File: config.mk
export PLATFORM = sky130hd
export DESIGN_NAME = udrt_timer
export DESIGN_NICKNAME = d
export VERILOG_FILES = /design/src/logic/udrt_pkg.sv /design/src/logic/udrt_pin_sample.sv /design/src/logic/udrt_tick_div.sv /design/src/logic/udrt_timer.sv
export SDC_FILE = /design/constraint.sdc
export NUM_CORES = 1
export LEC_CHECK = 0
export BUFFER_PORTS_ARGS = -buffer_cell sky130_fd_sc_hd__buf_2
export CAP_MARGIN = 20
export CORE_UTILIZATION = 55
export DETAILED_ROUTE_END_ITERATION = 6
export PLACE_DENSITY = 0.84
export SLEW_MARGIN = 20
export SYNTH_ARGS = -nofsm -noshare
export SYNTH_HDL_FRONTEND = slang
export SYNTH_SLANG_ARGS = --single-unit
File: constraint.sdc
create_clock -name clk -period 2.1 [get_ports clk]
set_input_delay 0.105 -clock clk [delete_from_list [all_inputs] [get_ports clk]]
set_output_delay 0.105 -clock clk [all_outputs]
set_load 0.05 [all_outputs]
File: src/logic/udrt_pkg.sv
// Constants, register map and state types of the up/down reload timer
// Notes on behaviour
// - 16-bit count from cascaded low/high bytes
// - Select bit picks osc/12 or pin edges
// - Count advances only while run bit set
// - Capture, auto-reload, baud modes from three bits
// - Down-count enable lets direction pin steer count
// - Up overflow after FFFFh: flag, interrupt, reload
// - Down underflow at reload value: flag, load FFFFh
// - Up/down wrap toggles external flag, no external interrupt
// - Clock-out mode counts at half oscillator rate
// - Clock-out overflow reloads, raises no interrupt
// - Clock-out pin toggles each overflow, 50% duty
// - Clock-out drives the count pin as output
// - Baud and clock-out share one reload value
// - Direction pin fall captures or reloads, sets flag
// - Baud select forces auto-reload, feeds serial clock
package udrt_pkg;

    // Register addresses, one byte each
    localparam logic [7:0] ADDR_CTRL       = 8'hC8;
    localparam logic [7:0] ADDR_MODE       = 8'hC9;
    localparam logic [7:0] ADDR_RELOAD_LO  = 8'hCA;
    localparam logic [7:0] ADDR_RELOAD_HI  = 8'hCB;
    localparam logic [7:0] ADDR_COUNT_LO   = 8'hCC;
    localparam logic [7:0] ADDR_COUNT_HI   = 8'hCD;
    localparam logic [7:0] ADDR_IRQ_STAT   = 8'hCE;
    localparam logic [7:0] ADDR_IRQ_MASK   = 8'hCF;

    // Interrupt status and mask bit positions
    localparam int IRQ_OVF_BIT = 0;
    localparam int IRQ_EXT_BIT = 1;

    // Count limits and reset values
    localparam logic [15:0] COUNT_MAX     = 16'hFFFF;
    localparam logic [15:0] COUNT_RST     = 16'h0000;
    localparam logic [15:0] RELOAD_RST    = 16'h0000;
    localparam logic [7:0]  CTRL_RST      = 8'h00;
    localparam logic [7:0]  DATA_ZERO     = 8'h00;

    // Prescaler ratios of the oscillator
    localparam logic [3:0] DIV_TIMER    = 4'hC;
    localparam logic [3:0] DIV_FAST     = 4'h2;
    localparam logic [3:0] DIV_CNT_RST  = 4'h0;

    // Control register layout, bit 7 down to bit 0
    typedef struct packed {
        logic overflow_flag;
        logic external_flag;
        logic rx_baud_select;
        logic tx_baud_select;
        logic external_event_enable;
        logic run_control;
        logic counter_select;
        logic capture_reload_select;
    } udrt_ctrl_s;

    // Mode register layout, low two bits used
    typedef struct packed {
        logic clock_out_enable;
        logic down_count_enable;
    } udrt_mode_s;

    // Timer block state
    typedef struct packed {
        udrt_ctrl_s  ctrl;
        udrt_mode_s  mode;
        logic [15:0] reload;
        logic [15:0] count;
        logic [1:0]  irq_stat;
        logic [1:0]  irq_mask;
        logic [7:0]  rdata;
        logic        irq;
        logic        clk_out;
        logic        rx_tick;
        logic        tx_tick;
    } udrt_state_s;

    // Pin sampler state
    typedef struct packed {
        logic sample;
        logic prev;
    } udrt_pin_s;

    // Prescaler state
    typedef struct packed {
        logic [3:0] cnt;
        logic       tick;
    } udrt_div_s;

endpackage

File: src/logic/udrt_pin_sample.sv
// Samples one pin on clk and flags its falling edge
`timescale 1ns/1ns
module udrt_pin_sample
    import udrt_pkg::*;
(
    // Clock and reset
    input  wire logic clk,
    input  wire logic nrst,
    // Pin and results
    input  wire logic pin,
    output logic      level,
    output logic      fall
);

    udrt_pin_s s_r;
    udrt_pin_s s_nxt;

    always_comb begin
        s_nxt        = s_r;
        s_nxt.sample = pin;
        s_nxt.prev   = s_r.sample;
    end

    always_ff @(posedge clk or negedge nrst) begin
        if (!nrst) begin
            s_r <= '0;
        end else begin
            s_r <= s_nxt;
        end
    end

    assign level = s_r.sample;
    assign fall  = s_r.prev & ~s_r.sample;

endmodule

File: src/logic/udrt_tick_div.sv
// Divides the oscillator into a one-cycle tick every RATIO cycles
`timescale 1ns/1ns
module udrt_tick_div
    import udrt_pkg::*;
#(
    parameter logic [3:0] RATIO = DIV_TIMER
) (
    // Clock and reset
    input  wire logic clk,
    input  wire logic nrst,
    // Tick out
    output logic      tick
);

    udrt_div_s s_r;
    udrt_div_s s_nxt;

    always_comb begin
        s_nxt      = s_r;
        s_nxt.tick = 1'b0;
        if (s_r.cnt == RATIO - 4'h1) begin
            s_nxt.cnt  = DIV_CNT_RST;
            s_nxt.tick = 1'b1;
        end else begin
            s_nxt.cnt = s_r.cnt + 4'h1;
        end
    end

    always_ff @(posedge clk or negedge nrst) begin
        if (!nrst) begin
            s_r <= '0;
        end else begin
            s_r <= s_nxt;
        end
    end

    assign tick = s_r.tick;

endmodule

File: src/logic/udrt_timer.sv
// Up/down auto-reload timer/counter with programmable clock output
`timescale 1ns/1ns
module udrt_timer
    import udrt_pkg::*;
(
    // Clock and reset
    input  wire logic       clk,
    input  wire logic       nrst,
    // Register port
    input  wire logic [7:0] addr,
    input  wire logic [7:0] wdata,
    input  wire logic       wr_en,
    input  wire logic       rd_en,
    output logic [7:0]      rdata,
    // Count and clock-out pin
    input  wire logic       count_clockout_pin_in,
    output logic            count_clockout_pin_out,
    output logic            count_clockout_pin_oe,
    // Direction and external event pin
    input  wire logic       direction_pin,
    // Serial port clocks and interrupt
    output logic            rx_baud_tick,
    output logic            tx_baud_tick,
    output logic            irq
);

    udrt_state_s s_r;
    udrt_state_s s_nxt;

    // Sampled pins
    logic pin_level;
    logic pin_fall;
    logic dir_level;
    logic dir_fall;

    // Prescaled ticks
    logic tick_timer;
    logic tick_fast;

    udrt_pin_sample u_count_pin (
        .clk   (clk),
        .nrst  (nrst),
        .pin   (count_clockout_pin_in),
        .level (pin_level),
        .fall  (pin_fall)
    );

    udrt_pin_sample u_dir_pin (
        .clk   (clk),
        .nrst  (nrst),
        .pin   (direction_pin),
        .level (dir_level),
        .fall  (dir_fall)
    );

    udrt_tick_div #(
        .RATIO (DIV_TIMER)
    ) u_div_timer (
        .clk  (clk),
        .nrst (nrst),
        .tick (tick_timer)
    );

    udrt_tick_div #(
        .RATIO (DIV_FAST)
    ) u_div_fast (
        .clk  (clk),
        .nrst (nrst),
        .tick (tick_fast)
    );

    // Mode decode
    logic        baud_mode;
    logic        clkout_mode;
    logic        capture_mode;
    logic        updown_mode;
    logic        reload_on_wrap;
    logic        count_tick;
    logic        count_down;
    logic        at_max;
    logic        at_reload;
    logic        wrap;
    logic        ext_event;
    logic        set_ovf_flag;
    logic        set_ext_flag;
    logic        toggle_ext_flag;
    logic [15:0] count_adv;
    logic [15:0] count_cap;

    always_comb begin
        baud_mode    = s_r.ctrl.rx_baud_select | s_r.ctrl.tx_baud_select;
        clkout_mode  = s_r.mode.clock_out_enable;
        // Baud selection overrides the capture select
        capture_mode = s_r.ctrl.capture_reload_select & ~baud_mode;
        // Direction pin only steers a plain auto-reload timer
        updown_mode  = s_r.mode.down_count_enable & ~capture_mode
                       & ~baud_mode & ~clkout_mode;
        reload_on_wrap = ~capture_mode;
        count_down   = updown_mode & ~dir_level;
        at_max       = (s_r.count == COUNT_MAX);
        at_reload    = (s_r.count == s_r.reload);
        count_cap    = s_r.count;
    end

    // Two byte counters in cascade: low byte carries or borrows into high
    logic [7:0]  low_inc;
    logic [7:0]  high_inc;
    logic        low_carry;
    logic [7:0]  low_dec;
    logic [7:0]  high_dec;
    logic        low_borrow;

    always_comb begin
        {low_carry, low_inc} = {1'b0, s_r.count[7:0]} + 9'h001;
        high_inc             = s_r.count[15:8] + {7'h00, low_carry};
        low_borrow           = (s_r.count[7:0] == DATA_ZERO);
        low_dec              = s_r.count[7:0] - 8'h01;
        high_dec             = s_r.count[15:8] - {7'h00, low_borrow};
    end

    // Count source: pin edges, osc/12, or osc/2 for clock-out and baud
    always_comb begin
        if (s_r.ctrl.counter_select) begin
            count_tick = pin_fall;
        end else if (clkout_mode || baud_mode) begin
            count_tick = tick_fast;
        end else begin
            count_tick = tick_timer;
        end
        count_tick = count_tick & s_r.ctrl.run_control;
    end

    // Next count value and wrap detection
    always_comb begin
        wrap      = 1'b0;
        count_adv = s_r.count;
        if (count_tick) begin
            if (count_down) begin
                if (at_reload) begin
                    wrap      = 1'b1;
                    count_adv = COUNT_MAX;
                end else begin
                    count_adv = {high_dec, low_dec};
                end
            end else if (at_max) begin
                wrap = 1'b1;
                // Wrap from FFFFh loads the reload value, or zero in capture mode
                count_adv = reload_on_wrap ? s_r.reload : COUNT_RST;
            end else begin
                count_adv = {high_inc, low_inc};
            end
        end
    end

    // Flag events
    always_comb begin
        // No overflow flag while feeding the serial port or clocking out
        set_ovf_flag    = wrap & ~baud_mode & ~clkout_mode;
        toggle_ext_flag = wrap & updown_mode;
        ext_event       = s_r.ctrl.external_event_enable & ~baud_mode
                          & ~updown_mode & dir_fall;
        set_ext_flag    = ext_event;
    end

    always_comb begin
        s_nxt         = s_r;
        s_nxt.rdata   = DATA_ZERO;
        s_nxt.rx_tick = 1'b0;
        s_nxt.tx_tick = 1'b0;

        // Counting
        s_nxt.count = count_adv;

        // Clock-out pin toggles on every wrap, giving 50% duty
        if (wrap && clkout_mode) begin
            s_nxt.clk_out = ~s_r.clk_out;
        end

        // Serial clocks from the same wrap, sharing the reload value
        if (wrap) begin
            s_nxt.rx_tick = s_r.ctrl.rx_baud_select;
            s_nxt.tx_tick = s_r.ctrl.tx_baud_select;
        end

        // External event: capture into reload, or force reload
        if (ext_event) begin
            if (capture_mode) begin
                s_nxt.reload = count_cap;
            end else begin
                s_nxt.count = s_r.reload;
            end
        end

        // Software writes; a write to the count wins over a tick
        if (wr_en) begin
            case (addr)
                ADDR_CTRL: begin
                    s_nxt.ctrl = udrt_ctrl_s'(wdata);
                end
                ADDR_MODE: begin
                    s_nxt.mode = udrt_mode_s'(wdata[1:0]);
                end
                ADDR_RELOAD_LO: begin
                    s_nxt.reload[7:0] = wdata;
                end
                ADDR_RELOAD_HI: begin
                    s_nxt.reload[15:8] = wdata;
                end
                ADDR_COUNT_LO: begin
                    s_nxt.count[7:0] = wdata;
                end
                ADDR_COUNT_HI: begin
                    s_nxt.count[15:8] = wdata;
                end
                ADDR_IRQ_MASK: begin
                    s_nxt.irq_mask = wdata[1:0];
                end
                default: begin
                end
            endcase
        end

        // Hardware sets win over a software clear in the same cycle
        if (set_ovf_flag) begin
            s_nxt.ctrl.overflow_flag = 1'b1;
        end
        if (set_ext_flag) begin
            s_nxt.ctrl.external_flag = 1'b1;
        end
        if (toggle_ext_flag) begin
            s_nxt.ctrl.external_flag = ~s_nxt.ctrl.external_flag;
        end

        // Sticky status: read clears, new event wins
        if (rd_en && addr == ADDR_IRQ_STAT) begin
            s_nxt.irq_stat = 2'h0;
        end
        if (set_ovf_flag) begin
            s_nxt.irq_stat[IRQ_OVF_BIT] = 1'b1;
        end
        // Up/down wrap toggles never reach the external interrupt bit
        if (set_ext_flag) begin
            s_nxt.irq_stat[IRQ_EXT_BIT] = 1'b1;
        end
        s_nxt.irq = |(s_nxt.irq_stat & s_nxt.irq_mask);

        // Read data, valid the cycle after the strobe
        if (rd_en) begin
            case (addr)
                ADDR_CTRL: begin
                    s_nxt.rdata = s_r.ctrl;
                end
                ADDR_MODE: begin
                    s_nxt.rdata = {6'h00, s_r.mode};
                end
                ADDR_RELOAD_LO: begin
                    s_nxt.rdata = s_r.reload[7:0];
                end
                ADDR_RELOAD_HI: begin
                    s_nxt.rdata = s_r.reload[15:8];
                end
                ADDR_COUNT_LO: begin
                    s_nxt.rdata = s_r.count[7:0];
                end
                ADDR_COUNT_HI: begin
                    s_nxt.rdata = s_r.count[15:8];
                end
                ADDR_IRQ_STAT: begin
                    s_nxt.rdata = {6'h00, s_r.irq_stat};
                end
                ADDR_IRQ_MASK: begin
                    s_nxt.rdata = {6'h00, s_r.irq_mask};
                end
                default: begin
                    s_nxt.rdata = DATA_ZERO;
                end
            endcase
        end
    end

    always_ff @(posedge clk or negedge nrst) begin
        if (!nrst) begin
            s_r          <= '0;
            s_r.ctrl     <= udrt_ctrl_s'(CTRL_RST);
            s_r.count    <= COUNT_RST;
            s_r.reload   <= RELOAD_RST;
        end else begin
            s_r <= s_nxt;
        end
    end

    // Outputs straight from state
    assign rdata                  = s_r.rdata;
    assign irq                    = s_r.irq;
    assign rx_baud_tick           = s_r.rx_tick;
    assign tx_baud_tick           = s_r.tx_tick;
    assign count_clockout_pin_out = s_r.clk_out;
    // Pin turns into an output only when clock-out is enabled
    assign count_clockout_pin_oe  = s_r.mode.clock_out_enable;

    // Sampled count pin level is unused beyond its edge
    logic unused_pin_level;
    assign unused_pin_level = pin_level;

endmodule

* Yosys cells after proc, flatten, opt, wreduce, memory -nomap -nowiden
Index checks and enable logic that the tools add are counted.
** Word-level totals
- Bits of input ports :: 22
- RAM bits :: 0
- Memories kept :: 0
- Word-level logic and storage cells :: 115
- ROM bits :: 0
- Bits in registers :: 72
- Output and inout port bits :: 13
- Latch bits :: 0
** Cells by class
- Add/sub/neg operators :: 6
- $mul :: 0
- Order comparisons :: 0
- Shift-type cells :: 0
- Multiplexer cells :: 36
- Equal/unequal tests :: 12
- Bitwise logic cells :: 24
- Reductions and logical operators :: 10
- Divide/modulo/power cells :: 0
** Operators with widths (number)
- 16-bit 2-to-1 mux :: 7
- 8-bit equality test (second input constant) :: 8
- 8-bit case mux with 8 select lines :: 1
- 8-bit 2-to-1 mux :: 6
- 42-bit 2-to-1 mux :: 1
- 32-bit 2-to-1 mux :: 1
- 16-bit equality test :: 1
- 16-bit equality test (second input constant) :: 1
- 1-bit AND :: 14
- 1-bit 2-to-1 mux :: 13
- 2-bit 2-to-1 mux :: 5
- 8-bit by 1-bit adder with 9-bit output (second input constant) :: 1
- 4-bit by 1-bit adder with 4-bit output (second input constant) :: 2
- 8-bit by 1-bit adder with 8-bit output :: 1
- 8-bit logical NOT :: 1
- 4-bit 2-to-1 mux :: 2
- 1-bit NOT :: 8
- 8-bit by 1-bit subtractor with 8-bit output :: 1
- 8-bit by 1-bit subtractor with 8-bit output (second input constant) :: 1
- 2-bit AND reduction :: 3
- 4-bit by 1-bit equality test with 1-bit output (second input constant) :: 1
- 4-bit equality test (second input constant) :: 1
- 2-bit nonzero test :: 2
- 2-bit AND :: 1
- 4 further kinds :: 5

* Logic depth before layout (Yosys ltp)
Gate-level depths: netlist of run 1.
- Depth after elaboration :: 17
- Gate-level depth with buffers :: 11
- Mapped depth without buffers :: 10

* Hierarchy
Synthesis of run 1 repeated with hierarchy kept, for this count alone.
** Second synthesis, totals
- Cells, all modules :: 509
- Area, all modules :: 4779.6 um2
** Modules (own cells, without submodules)
- udrt_timer :: instances 1, area an instance 4271.6 um2, cells each 473, sequential area each 1451.4 um2
- udrt_tick_div (u_div_timer) :: instances 1, area an instance 198.9 um2, cells each 15, sequential area each 125.1 um2
- udrt_tick_div (u_div_fast) :: instances 1, area an instance 181.4 um2, cells each 15, sequential area each 125.1 um2
- udrt_pin_sample :: instances 2, area an instance 63.8 um2, cells each 3, sequential area each 50.0 um2

* Least setup slack after synthesis of run 1
OpenSTA, ideal clock, no wires.
- Path type :: reg-to-reg
- From :: reg s_r, in the netlist count_clockout_pin_oe
- To :: reg s_r, in the netlist irq
- Library setup time :: 121 ps
- Slack :: -280 ps
- Arrival :: 2259 ps
- Path buffers :: 1
- Data required time :: 1979 ps
- Cell stages (with the launch flop) :: 7
- Period minus slack after synthesis :: 2380 ps
- Cell sequence :: dfrtp_1 -> or3_4 -> or3_1 -> buf_6 -> mux2i_4 -> a32o_2 -> a22o_1
** RTL lines
- from (decl) :: line udrt_timer.sv:27 : udrt_state_s s_r;
- from (signal assigned) :: line udrt_timer.sv:288 : s_r <= s_nxt;

==> results of run 1 <==
-- cell families (layout without fill, tap and decap cells) --
group | Yosys count | count (layout)
AOI/OAI and AO/OA | 123 | 123
muxes | 32 | 32
buffers and inverters | 56 | 156
adders and majority gates | 7 | 7
xor gates and xnor gates | 41 | 41
and+or+nand+nor | 168 | 169
DFF | 72 | 72
-- routing by layer --
metal | global-route usage [%] | vias up | share of wire [%]
li1 | - | 2016 | -
met1 | 45.0 | 2182 | 38
met2 | 58.8 | 335 | 47
met3 | 6.84 | 75 | 11
met4 | 15.9 | 0 | 5.0
met5 | 0 | - | 0
-- what timing repair did --
| action | 4_1_cts | 5_1_grt |
|---|---|---|
| endpoints found under the setup margin | 17 | 20 |
| pin swaps | 16 | 23 |
| endpoints found under the hold margin | 44 | 0 |
| resized for setup | 24 | 38 |
| gates cloned | 0 | 3 |
| hold buffers | 3 | 0 |
| buffers inserted | 8 | 7 |
-- sequential cells by signal, indices dropped and copies added (netlist names), 4 cells and up --
name	cells
s_r	29
u_div_timer.s_r	4
u_div_fast.s_r	4
rdata	8
count_cap	16
-- placed cells by master, fill, tap and decap left out, types with 4 or more instances in the layout --
| cell type | instances |
|---|---|
| sky130_fd_sc_hd__a22oi_1 | 17 |
| sky130_fd_sc_hd__xor2_1 | 22 |
| sky130_fd_sc_hd__dfrtp_2 | 5 |
| sky130_fd_sc_hd__a221oi_1 | 8 |
| sky130_fd_sc_hd__buf_4 | 85 |
| sky130_fd_sc_hd__dfrtp_1 | 67 |
| sky130_fd_sc_hd__o21ai_0 | 21 |
| sky130_fd_sc_hd__buf_2 | 34 |
| sky130_fd_sc_hd__nand2b_1 | 4 |
| sky130_fd_sc_hd__mux2i_1 | 18 |
| sky130_fd_sc_hd__and4_1 | 4 |
| sky130_fd_sc_hd__nor2_4 | 5 |
| sky130_fd_sc_hd__a31oi_1 | 8 |
| sky130_fd_sc_hd__nand4_1 | 5 |
| sky130_fd_sc_hd__and3_1 | 6 |
| sky130_fd_sc_hd__nand3_1 | 20 |
| sky130_fd_sc_hd__xnor2_1 | 17 |
| sky130_fd_sc_hd__a221oi_2 | 9 |
| sky130_fd_sc_hd__o221ai_1 | 4 |
| sky130_fd_sc_hd__clkbuf_8 | 9 |
| sky130_fd_sc_hd__mux2_2 | 12 |
| sky130_fd_sc_hd__a221o_1 | 7 |
| sky130_fd_sc_hd__or3_4 | 4 |
| sky130_fd_sc_hd__ha_4 | 4 |
| sky130_fd_sc_hd__nor3_1 | 6 |
| sky130_fd_sc_hd__inv_1 | 7 |
| sky130_fd_sc_hd__a21oi_2 | 5 |
| sky130_fd_sc_hd__a211o_1 | 5 |
| sky130_fd_sc_hd__nor2_1 | 28 |
| sky130_fd_sc_hd__a21oi_1 | 14 |
| sky130_fd_sc_hd__nand2_1 | 52 |
| sky130_fd_sc_hd__buf_6 | 8 |
-- how the worst max path moves through the flow --
stage,start,to,slack (ns),cells after the start
final,count_cap[4],count_cap[13],-0.26,9
after global routing,count_cap[4],count_cap[13],-0.30,9
after CTS,count_cap[5],count_cap[14],-0.09,9
after detailed placement,count_cap[4],count_cap[1],-0.18,8
after global placement,count_cap[4],count_cap[1],-0.13,8
after floorplan,count_clockout_pin_oe,irq,-0.12,6
-- critical path: stages, from the launching register on --
cell                       delay [ns]
sky130_fd_sc_hd__dfrtp_2         0.45
sky130_fd_sc_hd__nor4_4          0.32
sky130_fd_sc_hd__nand2_1         0.13
sky130_fd_sc_hd__nor3_2          0.21
sky130_fd_sc_hd__ha_2            0.23
sky130_fd_sc_hd__nand2_2         0.10
sky130_fd_sc_hd__nor4_4          0.29
sky130_fd_sc_hd__xnor2_1         0.20
sky130_fd_sc_hd__a211oi_2        0.13
sky130_fd_sc_hd__o22a_1          0.19
-- stage by stage --
stage	setup TNS, ns	area, µm²	total power, µW
floorplan	-0.172	4760	2770
global placement	-0.787	5370	3290
detailed placement	-1.56	5370	3340
CTS	-0.269	5740	4490
global route	-1.86	5990	4950
finish	-1.23	5990	4740
-- layout make-up --
| class | instances | share of cell area, % |
|---|---|---|
| clock buffer | 9 | 2.07 |
| clock inverter | 7 | 1.02 |
| inverter | 7 | 0.438 |
| multi-input combinational | 372 | 47.6 |
| sequential | 72 | 30.2 |
| tap | 105 | 2.19 |
| timing repair buffer | 133 | 16.5 |
-- cell usage after synthesis (4+ instances only) --
library cell / instances
sky130_fd_sc_hd__dfrtp_1: 72
sky130_fd_sc_hd__nand2_1: 53
sky130_fd_sc_hd__nor2_1: 28
sky130_fd_sc_hd__xor2_1: 24
sky130_fd_sc_hd__nand3_1: 21
sky130_fd_sc_hd__o21ai_0: 21
sky130_fd_sc_hd__a21oi_1: 19
sky130_fd_sc_hd__a22oi_1: 19
sky130_fd_sc_hd__mux2i_1: 18
sky130_fd_sc_hd__xnor2_1: 17
sky130_fd_sc_hd__a221oi_1: 16
sky130_fd_sc_hd__buf_2: 14
sky130_fd_sc_hd__mux2_2: 12
sky130_fd_sc_hd__buf_4: 10
sky130_fd_sc_hd__clkbuf_1: 10
sky130_fd_sc_hd__and3_1: 9
sky130_fd_sc_hd__buf_6: 9
sky130_fd_sc_hd__a31oi_1: 8
sky130_fd_sc_hd__nor3_1: 8
sky130_fd_sc_hd__a221o_1: 7
sky130_fd_sc_hd__ha_1: 7
sky130_fd_sc_hd__inv_1: 7
sky130_fd_sc_hd__a211o_1: 5
sky130_fd_sc_hd__and2_1: 5
sky130_fd_sc_hd__buf_1: 5
sky130_fd_sc_hd__nand2b_1: 5
sky130_fd_sc_hd__nand4_1: 5
sky130_fd_sc_hd__and4_1: 4
sky130_fd_sc_hd__nor4_2: 4
sky130_fd_sc_hd__o221ai_1: 4
sky130_fd_sc_hd__or3_1: 4
-- power by group through the flow --
stage	sequential, µW	clock (µW)	combinational, µW
after floorplan	1680	0	1090
after global routing	1780	1140	2020
after detailed placement	1780	0	1560
after CTS	1740	1070	1680
final	1760	1070	1910
after global placement	1760	0	1530
==> summary by stage, run 1 <==
Yosys
The share of synthesized area in the top cell type comes to 38.2%. The number of synthesized flops with an enable pin is 0. Sequential cells were found to cover 38.2% of the synthesized design area. After synthesis, the netlist uses 62 different library cells. The share of synthesized registers carrying an async set or reset is 100%. The leading area contributor after synthesis is sky130_fd_sc_hd__dfrtp_1.

In the synthesized netlist, the number of instances is 499. In the post-synthesis netlist, the biggest area contributors are sky130_fd_sc_hd__dfrtp_1 (38%), sky130_fd_sc_hd__xor2_1 (4.5%), sky130_fd_sc_hd__nand2_1 (4.2%). After Yosys synthesis, full adders, half adders and majority gates account for 1.86% of the synthesized area. The combinational family with the most area after synthesis is simple AND/OR/NAND/NOR gates. The simple-gate share of the synthesized area is 19.2%. The most common flop cell mapped by yosys is sky130_fd_sc_hd__dfrtp_1. The synthesized netlist devotes 18.7% of its cell area to compound gates. The number of nets in the synthesized netlist is 528. Yosys printed 0 warnings.

The post-synthesis sequential element count is 72. The mean cell area of the mapped netlist is 9.46 µm². The cell area that synthesis handed to floorplanning was 4720 µm². The portion of netlist area occupied by mux cells is 7.39%.

Summing the areas of all xor and xnor instances in the mapped netlist gives 7.61% of the synthesized area.

Run status
The checks that failed: negative setup slack. The flow ran to the end, but the final reports show violations.

Cells and area
Measured on the finished design, the core utilization comes to 72.6%. The multi-input combinational cells in the finished layout cover a total of 2860 µm². Relative to the synthesized area, the layout overhead comes to 27.0%.

Across the whole layout, storage elements account for 1810 µm². The share of layout cells above drive strength 1 is 37.5%. For this run, the number of standard cells in the final layout without fillers is 705.

The final layout contains 624 nets. After filler insertion, the fill cell instance count of the layout stands at 612. The number of antenna repair diodes is 0.

Critical path
The worst-case reg-to-reg path depth is 9. Data arrives at the worst endpoint at 2.61 ns. The worst setup path is captured at a flip-flop.

The worst setup path is launched from a flip-flop. The startpoint-to-endpoint class of the critical path is reg2reg. The reg2reg setup slack is -0.26 ns.

The endpoint of the most critical register-to-register path is count_cap[13]. The worst-path maximum fanout is 4. The critical path required time is 2.35 ns. The beginning of the worst register-to-register path is count_cap[4].

Timing
The number of pins exceeding their max-slew limit in the final report was 0. Clock skew on the completed layout was measured at 0.00551 ns. The relative max-transition margin is 61.7%.

The number of endpoints failing setup at the final stage is 12. Setup repair after global routing could not meet its margin everywhere. The final worst-path setup slack is -0.262 ns. The number of hold-slack violations in the final timing report is 0. The post-layout minimum cycle time is 2.36 ns. Hold is met by 0.0526 ns. For the pin with the worst max-slew slack, the measured transition is 0.575 ns. Timing would allow up to 423 MHz. The share of the clock period used by the worst path after layout is 112%.

Floorplan
The core outline area is 8260 µm². From left edge to right edge, the die measures 94.6 µm. The die is 94.6 µm tall. The effective utilization at floorplan is 57.2%.

The area of the die is 8960 µm². The number of cell rows is 33. During I/O placement, the number of pins put on the boundary was 35.

Placement
The global placer's final weighted congestion is 1.02. Before CTS, the worst setup slack after placement is -0.182 ns. The total placed cells including tap cells is 670.

Detailed placement ended at an HPWL of 10700 µm. The number of port buffers is 34.

Detailed routing
The DRC violation count after routing is 0. In the routed layout, each cell is associated on average with a via count of 6.54. The routed wire length is 15700 µm. The average wire per cell in the routed design is 22.3 µm. Summing over every cut layer, the via total after detailed routing is 4608. The first detailed-routing pass took 6 iterations. In this run the remaining antenna-violating nets after routing total 0.

The violation count after the first detailed-routing iteration is 503.

Global routing
Entering global routing, the biggest net connects 44 pins. For this run the aggregate overflow at the end of global routing stands at 0. The number of global-route vias before repair is 4464.

The first global-routing pass estimated 23600 µm of wire. The total routing usage reported by global routing is 35.5%. The number of antenna violations at the first check in global routing was 0.

Clock network
The clock latency reported for the late side of the worst-skew pair is 0.36 ns. The cell at the root of the clock tree is sky130_fd_sc_hd__clkbuf_8. The clock-pin slew reported for the worst setup and hold paths after clock tree synthesis is 0.09 ns.

TritonCTS built the clock tree. In this run, CTS created clock tree buffers numbering 9. The H-tree generated during clock tree synthesis spans 3 levels.

The TritonCTS sink count is 72. The clock passes through at most 2 buffers.

Pwr
The cell-internal power is 2930 µW. The worst ir drop on vdd is 0.528 mV. The switching share of power is 38.1%. The clock network accounts for 22.5% of the total power. The standby leakage power is 0.00245 µW. The sequential group share of total power is 37.2%.

The power share of the combinational group is 40.3%. The total power divided by cell area is 791 nW/µm². The net switching component of the power is 1810 µW.

Job
The number of violations of the max-capacitance limit is 0.

Min path
The worst hold path begins at wdata[7]. The tightest min-delay check is of the in2reg type. The worst hold endpoint is s_r[39]. Counting instances, the worst hold path has a depth of 3.
No activity file was read; power rests on OpenSTA's default activity.
==> inputs of run 2 (changes only) <==
- CORE_UTILIZATION: 55 -> 50
- PLACE_DENSITY: 0.84 -> 0.78
==> run 2 against run 1 <==
Net effect: the flow still finishes with violations (negative setup slack); first-iteration DRC count shrank 24%; worst hold slack gained 0.015 ns; sequential power down 2%; flip-flop and latch count unchanged; maximum frequency rose by 4.4%; die area is 9.8% higher; total power increased by 6.6%; critical path type unchanged; critical endpoint unchanged; largest cell class unchanged.
==> summary by stage, run 2 (synthesis results as in run 1) <==
Floorplan
The top-level I/O count is 35 (unchanged). The core outline area is 9200 µm² (+11%). The number of cell rows is 35 (+6.1%). The width of the chip is 99.2 µm (+4.8%). The chip height was 99.2 µm (+4.8%). The effective utilization at floorplan came to 51.3% (-5.8 points).

The area of the die is 9830 µm² (+9.8%).

Global routing
The number of global-route vias before repair was 4496 (+0.72%). The largest net degree at the start of global routing is 40 (-9.1%). The total routing usage reported by global routing is 31.6% (-3.9 points). The total grt overflow is 0 (unchanged).

The number of antenna violations at the first check in global routing is 0 (unchanged). The global-route wire length before repair is 23600 µm (+0.20%).

Pwr
The overall power after layout is 5050 µW (+6.6%). The worst ir drop on vdd came to 0.406 mV (-23%). The standby leakage power is 0.00249 µW (+1.5%). The total power divided by cell area is 840 nW/µm² (+6.3%).

Clock network
TritonCTS built the clock tree. The clock latency reported for the late side of the worst-skew pair is 0.35 ns (about the same). The clock tree buffer depth was 2 (unchanged). The count of H-tree levels built during CTS is 3 (unchanged).

The cell at the root of the clock tree is sky130_fd_sc_hd__clkbuf_8. The total CTS buffers is 9 (unchanged). The TritonCTS sink count is 72 (unchanged). The clock-pin slew reported for the worst setup and hold paths after clock tree synthesis is 0.09 ns (about the same).

Min path
The class of the worst hold path is in2reg. The hold-critical path depth is 3 (unchanged). In this run the most critical hold path is launched from wdata[7]. For hold timing, the worst endpoint is s_r[39].

Timing
The setup TNS after final layout is -0.730 ns (+0.498 ns). The final worst-path setup slack was -0.163 ns (+0.0992 ns). Setup repair after global routing could not meet its margin everywhere. The clock skew after layout was 0.00784 ns (+0.00234 ns). The number of endpoints failing setup at the final stage is 7 (-5).

The slew of the pin with the lowest slew margin came to 0.576 ns (+0.000431 ns). The relative max-transition margin is 61.3% (-0.38 points). The share of the clock period used by the worst path after layout is 108% (-4.7 points). The post-layout minimum cycle time came to 2.26 ns (-0.0992 ns).

The fmax was 442 MHz (+4.4%). The number of pins exceeding their max-slew limit in the final report was 0 (unchanged). The final hold slack is 0.0677 ns (+0.0151 ns). The number of hold-slack violations in the final timing report is 0 (unchanged).

Detailed routing
The number of iterations in the first detailed-routing pass came to 7 (+1). The remaining number of nets flagged by the antenna check after routing is 0 (unchanged). The violation count after the first detailed-routing iteration is 384 (-24%). The routed via count was 4633 (+0.54%).

The average wire per cell in the routed design came to 21.5 µm (-3.8%). The routed wire length came to 15300 µm (-3.0%). The average vias per placed instance was 6.52 (-0.31%).

The DRC violation count after routing is 0 (unchanged).

Critical path
The cell at the slowest stage of the critical path is sky130_fd_sc_hd__dfrtp_1. The sum of buffers and inverters on the critical path is 1 (+1). Broken down by cell family, the worst path's largest delay share belongs to simple AND/OR/NAND/NOR gates. The startpoint-to-endpoint class of the critical path is reg2reg. The startpoint identified for the worst register-to-register timing path is count_cap[4].

The worst-path maximum fanout came to 3 (-1). The critical path required time is 2.39 ns (+0.04 ns). STA classifies the critical path startpoint as a flip-flop. The reg2reg setup slack came to -0.16 ns (+0.10 ns).

The largest stage delay on the critical path is 0.42 ns (-0.03 ns). In this run the critical register-to-register path is captured at count_cap[13]. The critical path capture point type is a flip-flop.

The worst-case reg-to-reg path depth came to 10 (+1). The arrival time reported for the critical path endpoint is 2.56 ns (-0.05 ns). The cell seen most often among critical-path stages is sky130_fd_sc_hd__nor4_4. Traced cell by cell, the critical path runs through buf_6 > nor4_4 > nand2_1 > nor3_2 > ha_2 > nand2_2 > nor4_4 > xnor2_1 > a211oi_1 > o22a_1.

Job
The number of violations of the max-capacitance limit is 0 (unchanged).

Run status
The flow ran to the end, but the final reports show violations. The final reports fail on negative setup slack.

Cells and area
The number of flip-flops in the largest register was 29 (unchanged). The number of antenna repair diodes is 0 (unchanged). The top cell types in the final layout, fill and taps aside, are sky130_fd_sc_hd__buf_4 (88), sky130_fd_sc_hd__dfrtp_1 (69), sky130_fd_sc_hd__nand2_1 (52).

The share of layout cells above drive strength 1 is 35.7% (-1.8 points). The net count reported at finish is 624 (unchanged). The post-synthesis to final-layout area growth is 27.4%. The end-of-flow core utilization is 65.4% (-7.2 points). The largest register by flop count is s_r. The library cell used most frequently in the layout, excluding fill and tap cells, is sky130_fd_sc_hd__buf_4.

Placement
The number of port buffers is 34 (unchanged). The HPWL after detailed placement is 10800 µm (+1.1%). The global placer's final weighted congestion is 0.990 (-2.7%).

The worst slack at placement is -0.163 ns (+0.0192 ns).
[run 2: cell types whose count changed in the layout (fill, tap and decap cells not counted), sizes merged]
cell	change
buf	+2
inv	-2
nor2	-1
clkbuf	-1
clkinvlp	-1
bufinv	+3
[run 2: how the worst max path moves through the flow]
stage                          startpoint       endpoint  slack [ns]  depth (start not counted)
global route                 count_cap[4]  count_cap[13]       -0.28                         10
CTS                          count_cap[4]  count_cap[13]       -0.08                         10
finish                       count_cap[4]  count_cap[13]       -0.16                         10
detailed placement           count_cap[4]  count_cap[15]       -0.16                         10
floorplan           count_clockout_pin_oe            irq       -0.12                          6
global placement             count_cap[4]  count_cap[14]       -0.08                         10
[run 2: power by group]
part	switching, µW	internal [µW]	leakage, µW
Clock	585	803	0.000122
Sequential	170	1550	0.000864
Combinational	1000	948	0.00150
Total	1760	3300	0.00249
[run 2: through the flow]
step           std cells  instance area (µm²)
2_1_floorplan        499                 4760
3_3_place_gp         680                 5430
3_5_place_dp         680                 5430
4_1_cts              702                 5770
5_1_grt              711                 6010
6_report             711                 6010
[run 2: tightest hold or removal path, cell delays in order]
cell and delay, ns:
sky130_fd_sc_hd__buf_2 0.15, sky130_fd_sc_hd__nand2_1 0.07, sky130_fd_sc_hd__o21ai_1 0.05
[run 2: cell type report]
cell class	count	area [µm²]
timing repair buffer	134	998
clock buffer	9	124
inverter	7	26.3
sequential	72	1810
fill	755	3180
clock inverter	7	126
multi-input combinational	371	2800
tap	111	139
[run 2: metal layers]
layer  up-vias  global-route usage, %  share of wire, %
met4         0                   15.3               4.6
met5         -                      0                 0
met1      2263                   41.0                39
li1       2010                      -                 -
met3        66                   3.94               8.8
met2       294                   52.8                48
[run 2: what timing repair did]
item	4_1_cts	5_1_grt
endpoints found under the hold margin	40	0
hold buffers	3	0
setup endpoints to repair	13	18
setup buffers	3	9
pin swaps	7	17
gates resized for setup	12	34
==> inputs of run 3 (changes only) <==
- CORE_UTILIZATION: 50 -> 29
- PLACE_DENSITY: 0.78 -> 0.53
- RECOVER_POWER: default -> 50
==> run 3 against run 2 <==
Net effect: setup slack better by 0.15 ns; non-clock buffer count up 1; utilization down 26 points; via count down 5.2%; highest routed layer unchanged; global-route usage down 11 points; the flow still finishes with violations (negative setup slack); die area up 71%; first-iteration DRC count up 6.5%; register-to-register slack better by 0.15 ns; worst hold slack better by 0.027 ns.
==> summary by stage, run 3 (synthesis results as in run 1) <==
Run status
The run finished, with violations left. The checks that failed: negative setup slack.

Timing
The slew of the pin with the lowest slew margin is 1.02 ns (+0.440 ns). The clock skew after layout is 0.00957 ns (+0.00173 ns). The final worst-path setup slack was -0.0150 ns (+0.148 ns). The number of endpoints failing setup at the final stage is 1 (-6). Setup repair after global routing could not meet its margin everywhere. The number of hold-slack violations in the final timing report is 0 (unchanged). The setup TNS after final layout came to -0.0150 ns (+0.715 ns). The share of the clock period used by the worst path after layout is 101% (-7.0 points). The relative max-transition margin is 32.3% (-29 points). The fmax came to 473 MHz (+7.0%). The number of pins exceeding their max-slew limit in the final report is 0 (unchanged). The post-layout minimum cycle time is 2.11 ns (-0.148 ns).

Critical path
The worst-path maximum fanout was 7 (+4). The sum of buffers and inverters on the critical path is 2 (+1). The family of cells with the greatest summed delay on the critical path is simple AND/OR/NAND/NOR gates. The critical path is of the reg2reg type. The cell seen most often among critical-path stages is sky130_fd_sc_hd__buf_6. The arrival time reported for the critical path endpoint came to 2.39 ns (-0.17 ns).

The largest stage delay on the critical path is 0.44 ns (+0.02 ns). The launching element type of the critical path is a flip-flop. For this design, the slowest cell found on the critical path is sky130_fd_sc_hd__dfrtp_2.

The critical path capture point type is a flip-flop. The critical path required time is 2.37 ns (-0.02 ns). The critical path goes through buf_6 > xor2_2 > nor4_4 > nand4_2 > and2_4 > buf_6 > a32o_2 > a22oi_2.

Cells and area
The largest register by flop count is s_r. The area growth from synthesis to layout is 31.1%. The multi-input gate area in the final layout came to 2820 µm² (+0.90%).

The most frequent standard cell in the layout excluding fill and tap cells is sky130_fd_sc_hd__buf_4. The net count reported at finish is 625 (+0.16%). The share of layout cells above drive strength 1 was 34.9% (-0.72 points). The number of flip-flops in the largest register was 29 (unchanged). The number of antenna repair diodes is 0 (unchanged). The end-of-flow core utilization is 39.0% (-26 points).

The total area of sequential cells is 1810 µm² (+0.21%). The final non-filler cell total is 817 (+15%). In the layout the commonest cells are sky130_fd_sc_hd__buf_4 (90), sky130_fd_sc_hd__dfrtp_1 (66), sky130_fd_sc_hd__nand2_1 (50).

The final-layout fill cell count is 1617 (+110%).

Detailed routing
The violation count after the first detailed-routing iteration was 409 (+6.5%). The DRC violation count after routing is 0 (unchanged). The remaining number of nets flagged by the antenna check after routing is 0 (unchanged). The routed via count is 4390 (-5.2%). The average vias per placed instance is 5.37 (-18%). The routed wire length was 16300 µm (+7.1%). The number of iterations in the first detailed-routing pass is 5 (-2). The average wire per cell in the routed design was 20.0 µm (-6.8%).

Clock network
The TritonCTS sink count is 72 (unchanged). The total CTS buffers is 9 (unchanged). TritonCTS built the clock tree. The cell at the root of the clock tree is sky130_fd_sc_hd__clkbuf_16. The clock tree buffer depth came to 2 (unchanged). The count of H-tree levels built during CTS is 3 (unchanged). The clock-pin slew reported for the worst setup and hold paths after clock tree synthesis is 0.07 ns (-0.02 ns).

The clock latency reported for the late side of the worst-skew pair was 0.35 ns (about the same).

Floorplan
The width of the chip is 130 µm (+31%). The top-level I/O count is 35 (unchanged). The area of the die is 16800 µm² (+71%).

The core outline area is 15900 µm² (+73%). The effective utilization at floorplan is 29.7% (-22 points). The chip height is 130 µm (+31%). The number of cell rows is 46 (+31%).

Job
The number of violations of the max-capacitance limit is 0 (unchanged).

Pwr
The worst ir drop on vdd is 0.488 mV (+20%). The overall power after layout is 5210 µW (+3.1%). The standby leakage power is 0.00245 µW (-1.4%).

The total power divided by cell area is 842 nW/µm² (+0.16%).

Placement
The total placed cells including tap cells came to 790 (+16%). The global placer's final weighted congestion is 0.974 (-1.7%). The worst slack at placement is -0.165 ns (-0.00205 ns). The number of port buffers is 34 (unchanged). The HPWL after detailed placement is 11800 µm (+9.1%).

Global routing
The global-route wire length before repair is 25300 µm (+7.1%). The total grt overflow was 0 (unchanged). The routing usage on met2 is 32.0% (-21 points).

The met3 track demand over resource in global routing came to 4.00% (+0.070 points). The largest net degree at the start of global routing is 73 (+83%). The number of global-route vias before repair came to 4365 (-2.9%). The met1 demand-to-capacity share in global routing is 27.7% (-13 points).

The total routing usage reported by global routing is 20.4% (-11 points). The number of antenna violations at the first check in global routing is 0 (unchanged). The global routing stage identified its most utilized layer as met2.

Min path
The path class of the tightest hold or removal check is in2reg.
-- run 3: cell types whose count changed in the layout (fill, tap and decap cells not counted), moves of 3 or more --
cell / change
sky130_fd_sc_hd__inv_6: +3
sky130_fd_sc_hd__clkbuf_16: +9
sky130_fd_sc_hd__ha_4: +3
sky130_fd_sc_hd__clkbuf_8: -9
sky130_fd_sc_hd__clkbuf_1: +12
sky130_fd_sc_hd__buf_2: -12
sky130_fd_sc_hd__dfrtp_2: +3
sky130_fd_sc_hd__bufinv_16: -3
sky130_fd_sc_hd__dfrtp_1: -3
sky130_fd_sc_hd__nand2_2: +3
-- run 3: worst reg2reg max path, delay by kind of cell (launching register included) --
family          cells  cell delay (ns)
xor+xnor            1             0.15
compound gates      2             0.43
simple gates        3             0.75
flops               1             0.44
buf+inv             2             0.28
-- run 3: routing by layer --
metal | vias up | wire length, µm
met5 | - | 0
met4 | 0 | 388
met3 | 33 | 998
met2 | 187 | 7550
met1 | 2152 | 7400
li1 | 2018 | -
-- run 3: report_power, final --
| group | leakage, µW | internal (µW) | switching [µW] |
|---|---|---|---|
| sequential | 0.000861 | 1550 | 207 |
| clock | 0.000145 | 835 | 686 |
| combinational | 0.00145 | 924 | 1000 |
| total | 0.00245 | 3310 | 1900 |
-- run 3: path summary, 6_finish.rpt --
kind | start | end | slack, ns | cells after the start
worst max-delay path | count_cap[0] | count_cap[12] | -0.01 | 8
worst min-delay path | wdata[2] | s_r[34] | 0.09 | 3
worst max register to register | count_cap[0] | count_cap[12] | -0.01 | 8
worst min register to register | u_count_pin.level | u_count_pin.s_r[0] | 0.37 | 0
max in group asynchronous | nrst | count_cap[3] | 0.89 | 2
min in group asynchronous | nrst | irq | 0.49 | 2
-- run 3: area by class of cell --
cell class                      instances  area share, %
Clock inverter                          7           1.07
Clock buffer                            9           3.64
Tap cell                              216           4.37
Inverter                                7          0.425
Multi-Input combinational cell        371           45.6
Timing Repair Buffer                  135           15.7
Sequential cell                        72           29.2
-- run 3: timing repair --
action,in CTS,in global routing
gates resized for setup,27,28
endpoints found under the hold margin,74,0
setup endpoints to repair,17,19
setup buffers,4,4
hold buffers,3,0
pin swaps,7,15
-- run 3: through the flow --
| step | hold slack (ns) | cell area (µm²) |
|---|---|---|
| global placement | 0.217 | 5590 |
| CTS | 0.0759 | 6040 |
| floorplan | -0.191 | 4760 |
| global route | 0.0924 | 6190 |
| finish | 0.0945 | 6190 |
| detailed placement | 0.216 | 5590 |
